==> src/rtl/ues_pkg.sv <==
package ues_pkg;

    // ------------------------------------------------------------
    // Register indices (byte address is four times the index)
    // ------------------------------------------------------------
    localparam logic [9:0] IDX_CTRL_STAT   = 10'h0B5;
    localparam logic [9:0] IDX_A_STAT      = 10'h0B6;
    localparam logic [9:0] IDX_B_STAT      = 10'h0B7;
    localparam logic [9:0] IDX_A_ENABLE    = 10'h0C0;
    localparam logic [9:0] IDX_SUMMARY     = 10'h0C1;
    localparam logic [9:0] IDX_REPLY_COUNT = 10'h0C2;
    localparam logic [9:0] IDX_CTRL_MASK   = 10'h0C4;
    localparam logic [9:0] IDX_B_MASK      = 10'h0C5;

    // ------------------------------------------------------------
    // Event flag positions
    // ------------------------------------------------------------
    localparam int BIT_OUT_FAULT  = 0;
    localparam int BIT_IN_FAULT   = 1;
    localparam int BIT_OUT_NAK    = 2;
    localparam int BIT_IN_NAK     = 3;
    localparam int BIT_OUT_ACK    = 4;
    localparam int BIT_IN_ACK     = 5;
    localparam int BIT_SHORT_ACK  = 6;
    localparam int BIT_DESC_DONE  = 7;
    localparam int SUM_BIT_A      = 0;

    // ------------------------------------------------------------
    // Reset values and implemented-bit masks
    // ------------------------------------------------------------
    localparam logic [7:0] STAT_RESET  = 8'h00;
    localparam logic [7:0] MASK_RESET  = 8'h00;
    localparam logic [7:0] VALID_CTRL  = 8'hFF;
    localparam logic [7:0] VALID_EP    = 8'h7F;
    localparam int         COUNT_RESET = 0;

    typedef enum logic [0:0] {
        UES_IDLE = 1'b0,
        UES_SEND = 1'b1
    } ues_reply_e;

endpackage

==> src/rtl/ues_event_core.sv <==
// The Wishbone register port was chosen for this implementation.
`timescale 1ns/1ps
// Notes on behaviour
// - Summary bit 0 is high while endpoint A holds an enabled cause.
// - Control endpoint status is 8 bits at index B5, reset to zero.
// - Writing one to any status bit clears that flag, unless an event sets it in the same cycle.
// - Descriptor done sets once the programmed reply byte count is sent.
// - OUT token before reply end sets descriptor done and OUT NAK.
// - Short-packet ACK flag sets together with the OUT ACK flag.
// - IN ACK flag sets when host acknowledges IN data.
// - OUT ACK flag sets when device acknowledges OUT data.
// - IN NAK flag sets when an IN token gets NAK.
// - OUT NAK flag sets when OUT or PING gets NAK.
// - IN fault sets on STALL, packet error or handshake timeout.
// - OUT fault sets on STALL or received packet error.
// - Endpoint A status at index B6, bit 7 reserved.
// - Endpoint B status at index B7, same layout as A.
module ues_event_core
#(
    parameter int COUNT_W = 10
)
(
    input  wire logic               core_clk,
    input  wire logic               arst_n,
    input  wire logic               cyc_i,
    input  wire logic               stb_i,
    input  wire logic               we_i,
    input  wire logic [11:0]        adr_i,
    input  wire logic [3:0]         sel_i,
    input  wire logic [31:0]        dat_i,
    output logic      [31:0]        dat_o,
    output logic                    ack_o,
    input  wire logic [6:0]         ctrlEvent,
    input  wire logic [6:0]         epAEvent,
    input  wire logic [6:0]         epBEvent,
    input  wire logic               replyStart,
    input  wire logic               replyByte,
    input  wire logic               ctrlOutToken,
    output logic                    irq
);
    import ues_pkg::*;

    // ------------------------------------------------------------
    // Parameter check
    // ------------------------------------------------------------
    generate
        if (COUNT_W < 1 || COUNT_W > 16)
        begin : g_bad_width
            $error("COUNT_W must lie in 1..16");
        end
    endgenerate

    // ------------------------------------------------------------
    // Bus decode
    // ------------------------------------------------------------
    function automatic logic hit(input logic [11:0] adr, input logic [9:0] idx);
        hit = (adr[11:2] == idx);
    endfunction

    logic               request;
    logic               writeEn;
    logic               lane0;
    logic               lane1;
    logic [7:0]         wrByte;
    logic [7:0]         ctrlFlags;
    logic [7:0]         epAFlags;
    logic [7:0]         epBFlags;
    logic [7:0]         epAEnable;
    logic [7:0]         ctrlMask;
    logic [7:0]         epBMask;
    logic [COUNT_W-1:0] replyCount;
    logic               replyDone;
    logic               replyCutNak;
    logic               summaryA;
    logic               next_irq;
    logic [31:0]        next_dat;
    logic [7:0]         clear [3];
    logic [7:0]         setEv [3];
    logic [6:0]         epEv  [3];
    logic [9:0]         statIdx [3];
    logic [7:0]         flagsOf [3];

    // Bus request is taken in the cycle before ack rises
    assign request = cyc_i && stb_i && !ack_o;
    assign writeEn = request && we_i;
    assign lane0   = sel_i[0];
    assign lane1   = sel_i[1];
    assign wrByte  = dat_i[7:0];

    // ------------------------------------------------------------
    // Wishbone answer
    // ------------------------------------------------------------
    // Every access is acknowledged; unmapped reads return zero
    always_ff @(posedge core_clk or negedge arst_n)
    begin
        if (!arst_n)
        begin
            ack_o <= 1'b0;
        end
        else
        begin
            ack_o <= request;
        end
    end

    always_comb
    begin
        next_dat = 32'h0000_0000;
        if (hit(adr_i, IDX_CTRL_STAT))
            next_dat[7:0] = ctrlFlags;
        else if (hit(adr_i, IDX_A_STAT))
            next_dat[7:0] = epAFlags;
        else if (hit(adr_i, IDX_B_STAT))
            next_dat[7:0] = epBFlags;
        else if (hit(adr_i, IDX_A_ENABLE))
            next_dat[7:0] = epAEnable;
        else if (hit(adr_i, IDX_SUMMARY))
            next_dat[SUM_BIT_A] = summaryA;
        else if (hit(adr_i, IDX_REPLY_COUNT))
            next_dat[COUNT_W-1:0] = replyCount;
        else if (hit(adr_i, IDX_CTRL_MASK))
            next_dat[7:0] = ctrlMask;
        else if (hit(adr_i, IDX_B_MASK))
            next_dat[7:0] = epBMask;
    end

    always_ff @(posedge core_clk or negedge arst_n)
    begin
        if (!arst_n)
        begin
            dat_o <= 32'h0000_0000;
        end
        else if (request && !we_i)
        begin
            dat_o <= next_dat;
        end
    end

    // ------------------------------------------------------------
    // Software-written controls
    // ------------------------------------------------------------
    always_ff @(posedge core_clk or negedge arst_n)
    begin
        if (!arst_n)
        begin
            epAEnable <= MASK_RESET;
            ctrlMask  <= MASK_RESET;
            epBMask   <= MASK_RESET;
        end
        else if (writeEn && lane0)
        begin
            if (hit(adr_i, IDX_A_ENABLE))
                epAEnable <= wrByte & VALID_EP;
            if (hit(adr_i, IDX_CTRL_MASK))
                ctrlMask <= wrByte & VALID_CTRL;
            if (hit(adr_i, IDX_B_MASK))
                epBMask <= wrByte & VALID_EP;
        end
    end

    // Count up to 16 bits spans two byte lanes
    always_ff @(posedge core_clk or negedge arst_n)
    begin
        if (!arst_n)
        begin
            replyCount <= COUNT_W'(COUNT_RESET);
        end
        else if (writeEn && hit(adr_i, IDX_REPLY_COUNT))
        begin
            for (int b = 0; b < COUNT_W; b++)
            begin
                if ((b < 8) ? lane0 : lane1)
                    replyCount[b] <= dat_i[b];
            end
        end
    end

    // ------------------------------------------------------------
    // Descriptor reply tracking
    // ------------------------------------------------------------
    // byte counting against programmed count
    ues_desc_reply #(
        .COUNT_W     (COUNT_W)
    ) u_reply (
        .core_clk    (core_clk),
        .arst_n      (arst_n),
        .replyCount  (replyCount),
        .replyStart  (replyStart),
        .replyByte   (replyByte),
        .outToken    (ctrlOutToken),
        .replyDone   (replyDone),
        .replyCutNak (replyCutNak)
    );

    // ------------------------------------------------------------
    // Endpoint status registers
    // ------------------------------------------------------------
    assign epEv[0]    = ctrlEvent;
    assign epEv[1]    = epAEvent;
    assign epEv[2]    = epBEvent;
    assign statIdx[0] = IDX_CTRL_STAT;
    assign statIdx[1] = IDX_A_STAT;
    assign statIdx[2] = IDX_B_STAT;
    assign ctrlFlags  = flagsOf[0];
    assign epAFlags   = flagsOf[1];
    assign epBFlags   = flagsOf[2];

    genvar e;
    generate
        for (e = 0; e < 3; e++)
        begin : g_ep
            // short ACK only with OUT ACK
            // control endpoint OUT NAK also from cut reply
            always_comb
            begin
                setEv[e] = 8'h00;
                setEv[e][BIT_OUT_FAULT] = epEv[e][BIT_OUT_FAULT];
                setEv[e][BIT_IN_FAULT]  = epEv[e][BIT_IN_FAULT];
                setEv[e][BIT_OUT_NAK]   = epEv[e][BIT_OUT_NAK];
                setEv[e][BIT_IN_NAK]    = epEv[e][BIT_IN_NAK];
                setEv[e][BIT_OUT_ACK]   = epEv[e][BIT_OUT_ACK];
                setEv[e][BIT_IN_ACK]    = epEv[e][BIT_IN_ACK];
                setEv[e][BIT_SHORT_ACK] = epEv[e][BIT_SHORT_ACK]
                                        && epEv[e][BIT_OUT_ACK];
                if (e == 0)
                begin
                    setEv[e][BIT_DESC_DONE] = replyDone;
                    setEv[e][BIT_OUT_NAK]   = epEv[e][BIT_OUT_NAK]
                                            || replyCutNak;
                end
            end

            assign clear[e] = (writeEn && lane0 && hit(adr_i, statIdx[e]))
                            ? wrByte : 8'h00;

            ues_flag_reg #(
                .VALID     (e == 0 ? VALID_CTRL : VALID_EP)
            ) u_flags (
                .core_clk  (core_clk),
                .arst_n    (arst_n),
                .setEvent  (setEv[e]),
                .clearMask (clear[e]),
                .flags     (flagsOf[e])
            );
        end
    endgenerate

    // ------------------------------------------------------------
    // Summary and interrupt
    // ------------------------------------------------------------
    // enabled endpoint A cause
    assign summaryA = |(epAFlags & epAEnable);

    // Registered so the pin never glitches on a clear
    assign next_irq = summaryA
                    || (|(ctrlFlags & ctrlMask))
                    || (|(epBFlags & epBMask));

    always_ff @(posedge core_clk or negedge arst_n)
    begin
        if (!arst_n)
        begin
            irq <= 1'b0;
        end
        else
        begin
            irq <= next_irq;
        end
    end
endmodule

==> src/rtl/ues_flag_reg.sv <==
`timescale 1ns/1ps
module ues_flag_reg
#(
    parameter logic [7:0] VALID = 8'hFF
)
(
    input  wire logic       core_clk,
    input  wire logic       arst_n,
    input  wire logic [7:0] setEvent,
    input  wire logic [7:0] clearMask,
    output logic      [7:0] flags
);
    import ues_pkg::*;

    // ------------------------------------------------------------
    // Sticky flags
    // ------------------------------------------------------------
    // write-one clears, set wins
    always_ff @(posedge core_clk or negedge arst_n)
    begin
        if (!arst_n)
        begin
            flags <= STAT_RESET;
        end
        else
        begin
            flags <= ((flags & ~clearMask) | setEvent) & VALID;
        end
    end
endmodule

==> src/rtl/ues_desc_reply.sv <==
`timescale 1ns/1ps
module ues_desc_reply
#(
    parameter int COUNT_W = 10
)
(
    input  wire logic               core_clk,
    input  wire logic               arst_n,
    input  wire logic [COUNT_W-1:0] replyCount,
    input  wire logic               replyStart,
    input  wire logic               replyByte,
    input  wire logic               outToken,
    output logic                    replyDone,
    output logic                    replyCutNak
);
    import ues_pkg::*;

    ues_reply_e         state;
    logic [COUNT_W-1:0] sent;
    logic [COUNT_W-1:0] next_sent;

    assign next_sent = sent + 1'b1;

    // ------------------------------------------------------------
    // Reply progress
    // ------------------------------------------------------------
    // completion or early status stage
    always_ff @(posedge core_clk or negedge arst_n)
    begin
        if (!arst_n)
        begin
            state       <= UES_IDLE;
            sent        <= COUNT_W'(COUNT_RESET);
            replyDone   <= 1'b0;
            replyCutNak <= 1'b0;
        end
        else
        begin
            replyDone   <= 1'b0;
            replyCutNak <= 1'b0;
            unique case (state)
                UES_IDLE:
                begin
                    sent <= COUNT_W'(COUNT_RESET);
                    if (replyStart)
                    begin
                        if (replyCount == '0)
                            replyDone <= 1'b1;
                        else
                            state <= UES_SEND;
                    end
                end
                UES_SEND:
                begin
                    if (outToken)
                    begin
                        replyDone   <= 1'b1;
                        replyCutNak <= 1'b1;
                        state       <= UES_IDLE;
                    end
                    else if (replyByte)
                    begin
                        sent <= next_sent;
                        if (next_sent == replyCount)
                        begin
                            replyDone <= 1'b1;
                            state     <= UES_IDLE;
                        end
                    end
                end
            endcase
        end
    end
endmodule

==> config.mk <==
export PLATFORM = sky130hd
export DESIGN_NAME = ues_event_core
export DESIGN_NICKNAME = d
export VERILOG_FILES = /design/src/rtl/ues_pkg.sv /design/src/rtl/ues_event_core.sv /design/src/rtl/ues_flag_reg.sv /design/src/rtl/ues_desc_reply.sv
export SDC_FILE = /design/constraint.sdc
export NUM_CORES = 1
export LEC_CHECK = 0
export BUFFER_PORTS_ARGS = -buffer_cell sky130_fd_sc_hd__buf_4
export CORE_ASPECT_RATIO = 1.1
export CORE_MARGIN = 5
export CORE_UTILIZATION = 58
export CTS_CLUSTER_DIAMETER = 60
export DETAILED_ROUTE_END_ITERATION = 8
export GPL_TIMING_DRIVEN = 0
export PLACE_DENSITY = 0.86
export SLEW_MARGIN = 30
export SYNTH_ARGS = -nofsm -noshare
export SYNTH_HDL_FRONTEND = slang
export SYNTH_SLANG_ARGS = --single-unit
==> constraint.sdc <==
create_clock -name core_clk -period 3.05 [get_ports core_clk]
set_clock_uncertainty 0.1 [all_clocks]
set_input_delay 0.1525 -clock core_clk [delete_from_list [all_inputs] [get_ports core_clk]]
set_output_delay 0.1525 -clock core_clk [all_outputs]
set_load 0.02 [all_outputs]
==> results.py <==
metrics = {
    "run_status": {
        "status": "complete, no violations",
    },
    "sta": {
        "period_share": 0.721,
        "report.final.setup_viol": 0,
        "clock.fmax_mhz": 455,
        "rsz0062_at_grt": "no",
        "timing.final.max_slew_violations": 0,
        "max_slew_margin": 0.524,
        "worst_hold_slack_ns": 0.0153,
        "worstMarginPinSlew_ns": 0.714,
        "final.min_clock_period_ns": 2.20,
        "fin_setup_tns_ns": 0,
        "hold_violations": 0,
    },
    "clocking": {
        "numCtsBuffers": 9,
        "htreeDepth": 3,
        "clkTransAtPathRegs_ns": 0.08,
        "clock_sinks": 79,
        "cts-root-buf": "clkbuf_8",
        "cts_buffer_depth": 2,
        "cts_tree": "built",
        "post-cts-setup-buffers": 0,
        "insertion_delay_ns": 0.36,
    },
    "floorplan": {
        "start_util": 0.591,
        "io_pins": 111,
        "die_area_sq_um": 9370,
        "die_y_um": 101,
        "core_sq_um": 7390,
        "rows": 33,
        "die_w_um": 92.7,
    },
    "synthesis": {
        "async_flop_share": 1.00,
        "avgSynthCellArea_sq_um": 10.4,
        "ys_dominant_reg_cell": "dfrtp_1",
        "yosysTopAreaCellShare": 0.453,
        "synth_area_sq_um": 4370,
        "synth_edf_count": 0,
        "synth-seq-cells": 79,
        "yosys_warnings": 0,
        "synth-seq-area-share": 0.453,
        "synth_area_leader_cell": "dfrtp_1",
        "synth.distinct_cells": 60,
        "netlist_instances": 418,
        "synth_area_leaders": "dfrtp_1, mux2_2, buf_4, nand2_1, a21o_1",
    },
    "setup_path": {
        "cp.required_ns": 3.22,
        "cp-startpoint": "ack_o",
        "worst-path-buf-inv": 2,
        "cp_common_cell": "clkbuf_1",
        "end_kind": "flop",
        "slowest_stage": "clkbuf_1",
        "path_class": "flop to flop",
        "worstSetupStartpointType": "flop",
        "critPathTopFamily": "buffers and inverters",
        "arrival_ns": 2.37,
        "timing.rr.start": "ack_o",
        "critical_path.max_fanout": 10,
        "crit_cells": 5,
        "r2r_cells": 5,
        "worst_path_largest_cell_delay_ns": 0.51,
        "rrSetupSlack_ns": 0.85,
        "path_cells": "nor4bb_1 > clkbuf_1 > clkbuf_1 > o221ai_1 > a32oi_1",
    },
    "power_and_ir_drop": {
        "ir_drop_v": 0.000361,
        "switching_share": 0.259,
        "power.share.clock": 0.376,
        "p_seq_frac": 0.481,
        "total_power_mw": 2.26,
        "p_leak_nw": 2.46,
        "comb_power_share": 0.143,
        "power_density_nw_per_um2": 409,
        "switching_power_mw": 0.586,
        "cell_internal_pwr_mw": 1.68,
    },
    "drt": {
        "vias": 3838,
        "wl_per_cell_um": 19.5,
        "dr.pass1.iters": 5,
        "wirelength_um": 12300,
        "drtIter0Drc": 330,
        "routed_via_density": 6.07,
        "detail-route-antenna-nets": 0,
        "remaining_drc_errors": 0,
    },
    "layout": {
        "n_fill_cell": 506,
        "final_core_util": 0.749,
        "drive_gt1_frac": 0.277,
        "post-route-cell-area_sq_um": 5530,
        "areaGrowthSynthToFinish_pct": 26.7,
        "diodes": 0,
        "fin_nets": 620,
    },
    "grt": {
        "grt_pass1_wl_um": 19500,
        "grt_usage": 0.269,
        "antenna_found_initial": 0,
        "grt_max_degree": 80,
        "grt_use_met1": 0.313,
        "gr-usage-met2": 0.468,
        "first_global_vias": 3914,
        "busiest_layer": "met2",
        "overflow": 0,
        "grt.met3_usage": 0.0709,
    },
    "worst_hold_path": {
        "hold_path.class": "input pin to flop",
        "hold_path_depth": 2,
        "worstHoldStart": "ctrlOutToken",
    },
    "place": {
        "postPlaceCellArea_sq_um": 5020,
        "gp_congestion": 0.915,
        "place.detailed.hpwl_um": 8480,
        "port-buffer-count": 62,
    },
    "run": {
        "drv_cap": 0,
    },
}
[sequential cells by signal, summed over array words and instances (netlist names)]
| register | count |
|---|---|
| epAEnable | 7 |
| g_ep.u_flags.flags | 22 |
| ack_o | 1 |
| ctrlMask | 8 |
| u_reply.replyDone | 1 |
| replyCount | 10 |
| epBMask | 7 |
| irq | 1 |
| u_reply.sent | 10 |
| u_reply.state | 1 |
| u_reply.replyCutNak | 1 |
| dat_o | 10 |
[metal layers]
metal / vias up / part of all wire
li1: 1739 / -
met1: 1861 / 0.38
met2: 194 / 0.50
met3: 44 / 0.076
met4: 0 / 0.038
met5: - / 0
[kinds of logic (layout without fill, tap and decap cells)]
group           Yosys count  after routing  share of synthesized area
other cells               1             22                   0.000859
compound gates           96             96                      0.157
fa+ha+maj                 1              1                    0.00286
simple gates            141            141                      0.188
flops                    79             79                      0.453
mux                      42             42                      0.107
xor+xnor                 17             17                     0.0341
buf+inv                  41            147                     0.0564
[cell usage in the layout (no fill, tap or decap), types with 3 or more instances in the layout]
| cell type | n |
|---|---|
| buf_4 | 84 |
| dfrtp_1 | 79 |
| nand2_1 | 42 |
| mux2_2 | 37 |
| dlygate4sd3_1 | 30 |
| conb_1 | 22 |
| a21o_1 | 17 |
| nor2_1 | 16 |
| and2_1 | 13 |
| nand3_1 | 12 |
| a21oi_1 | 12 |
| o21ai_0 | 12 |
| clkbuf_1 | 11 |
| a22oi_1 | 10 |
| xnor2_1 | 10 |
| clkbuf_8 | 9 |
| xor2_1 | 7 |
| a22o_1 | 6 |
| a221oi_1 | 6 |
| nand2b_1 | 6 |
| buf_2 | 5 |
| and3_1 | 5 |
| nand4_1 | 5 |
| nor4_1 | 5 |
| a21boi_0 | 5 |
| o211ai_1 | 5 |
| nor2b_1 | 4 |
| and4_1 | 4 |
| a31oi_1 | 4 |
| nor3b_1 | 4 |
| a32oi_1 | 4 |
| nor4b_1 | 3 |
| mux2i_1 | 3 |
| or3_1 | 3 |
| o22ai_1 | 3 |
[stage by stage]
step / setup WS [ns] / std cells
after floorplan: 1.14 / 439
after global placement: 0.725 / 588
after detailed placement: 0.717 / 588
after CTS: 0.894 / 631
after global routing: 0.748 / 632
final: 0.851 / 632
[worst paths after layout]
kind                                            end
max in group asynchronous             replyCount[1]
setup reg to reg                           dat_o[5]
hold reg to reg            g_ep[0].u_flags.flags[2]
hold / removal                  u_reply.replyCutNak
min in group asynchronous              epAEnable[0]
setup / recovery                           dat_o[5]
[layout make-up]
| class | instances | area [sq um] | area share |
|---|---|---|---|
| Buffer | 39 | 239 | 0.0432 |
| Clock buffer | 9 | 124 | 0.0224 |
| Clock inverter | 5 | 83.8 | 0.0152 |
| Inverter | 2 | 7.51 | 0.00136 |
| Multi-Input combinational cell | 319 | 2220 | 0.402 |
| Sequential cell | 79 | 1980 | 0.357 |
| Tap cell | 87 | 109 | 0.0197 |
| Timing Repair Buffer | 92 | 769 | 0.139 |
[timing repair]
item | CTS | global route
resized for setup | 0 | 0
hold buffers | 29 | 1
hold endpoints to repair | 116 | 2
[cells in the mapped netlist (4+ instances only)]
cell type and count:
and4_1 4, o211ai_1 5, a21oi_1 12, a22o_1 6, a21boi_0 5, a21o_1 17
nand2_1 42, buf_2 5, mux2_2 37, xor2_1 7, nor3b_1 4, clkbuf_1 11
and3_1 5, nand2b_1 6, nor2_1 16, nor4_1 5, a32oi_1 4, nor2b_1 4
and2_1 13, buf_4 23, xnor2_1 10, nand3_1 12, a22oi_1 10, o21ai_0 12
a31oi_1 4, dfrtp_1 79, a221oi_1 6, nand4_1 5
[power groups by stage]
| stage | logic [mW] | clock network (mW) | registers [mW] |
|---|---|---|---|
| 2_1_floorplan | 0.129 | 0 | 1.13 |
| 3_3_place_gp | 0.280 | 0 | 1.11 |
| 3_5_place_dp | 0.285 | 0 | 1.11 |
| 4_1_cts | 0.316 | 0.854 | 1.09 |
| 5_1_grt | 0.346 | 0.905 | 1.09 |
| 6_report | 0.323 | 0.852 | 1.09 |
Note: power is estimated with default switching activity, not from simulation.
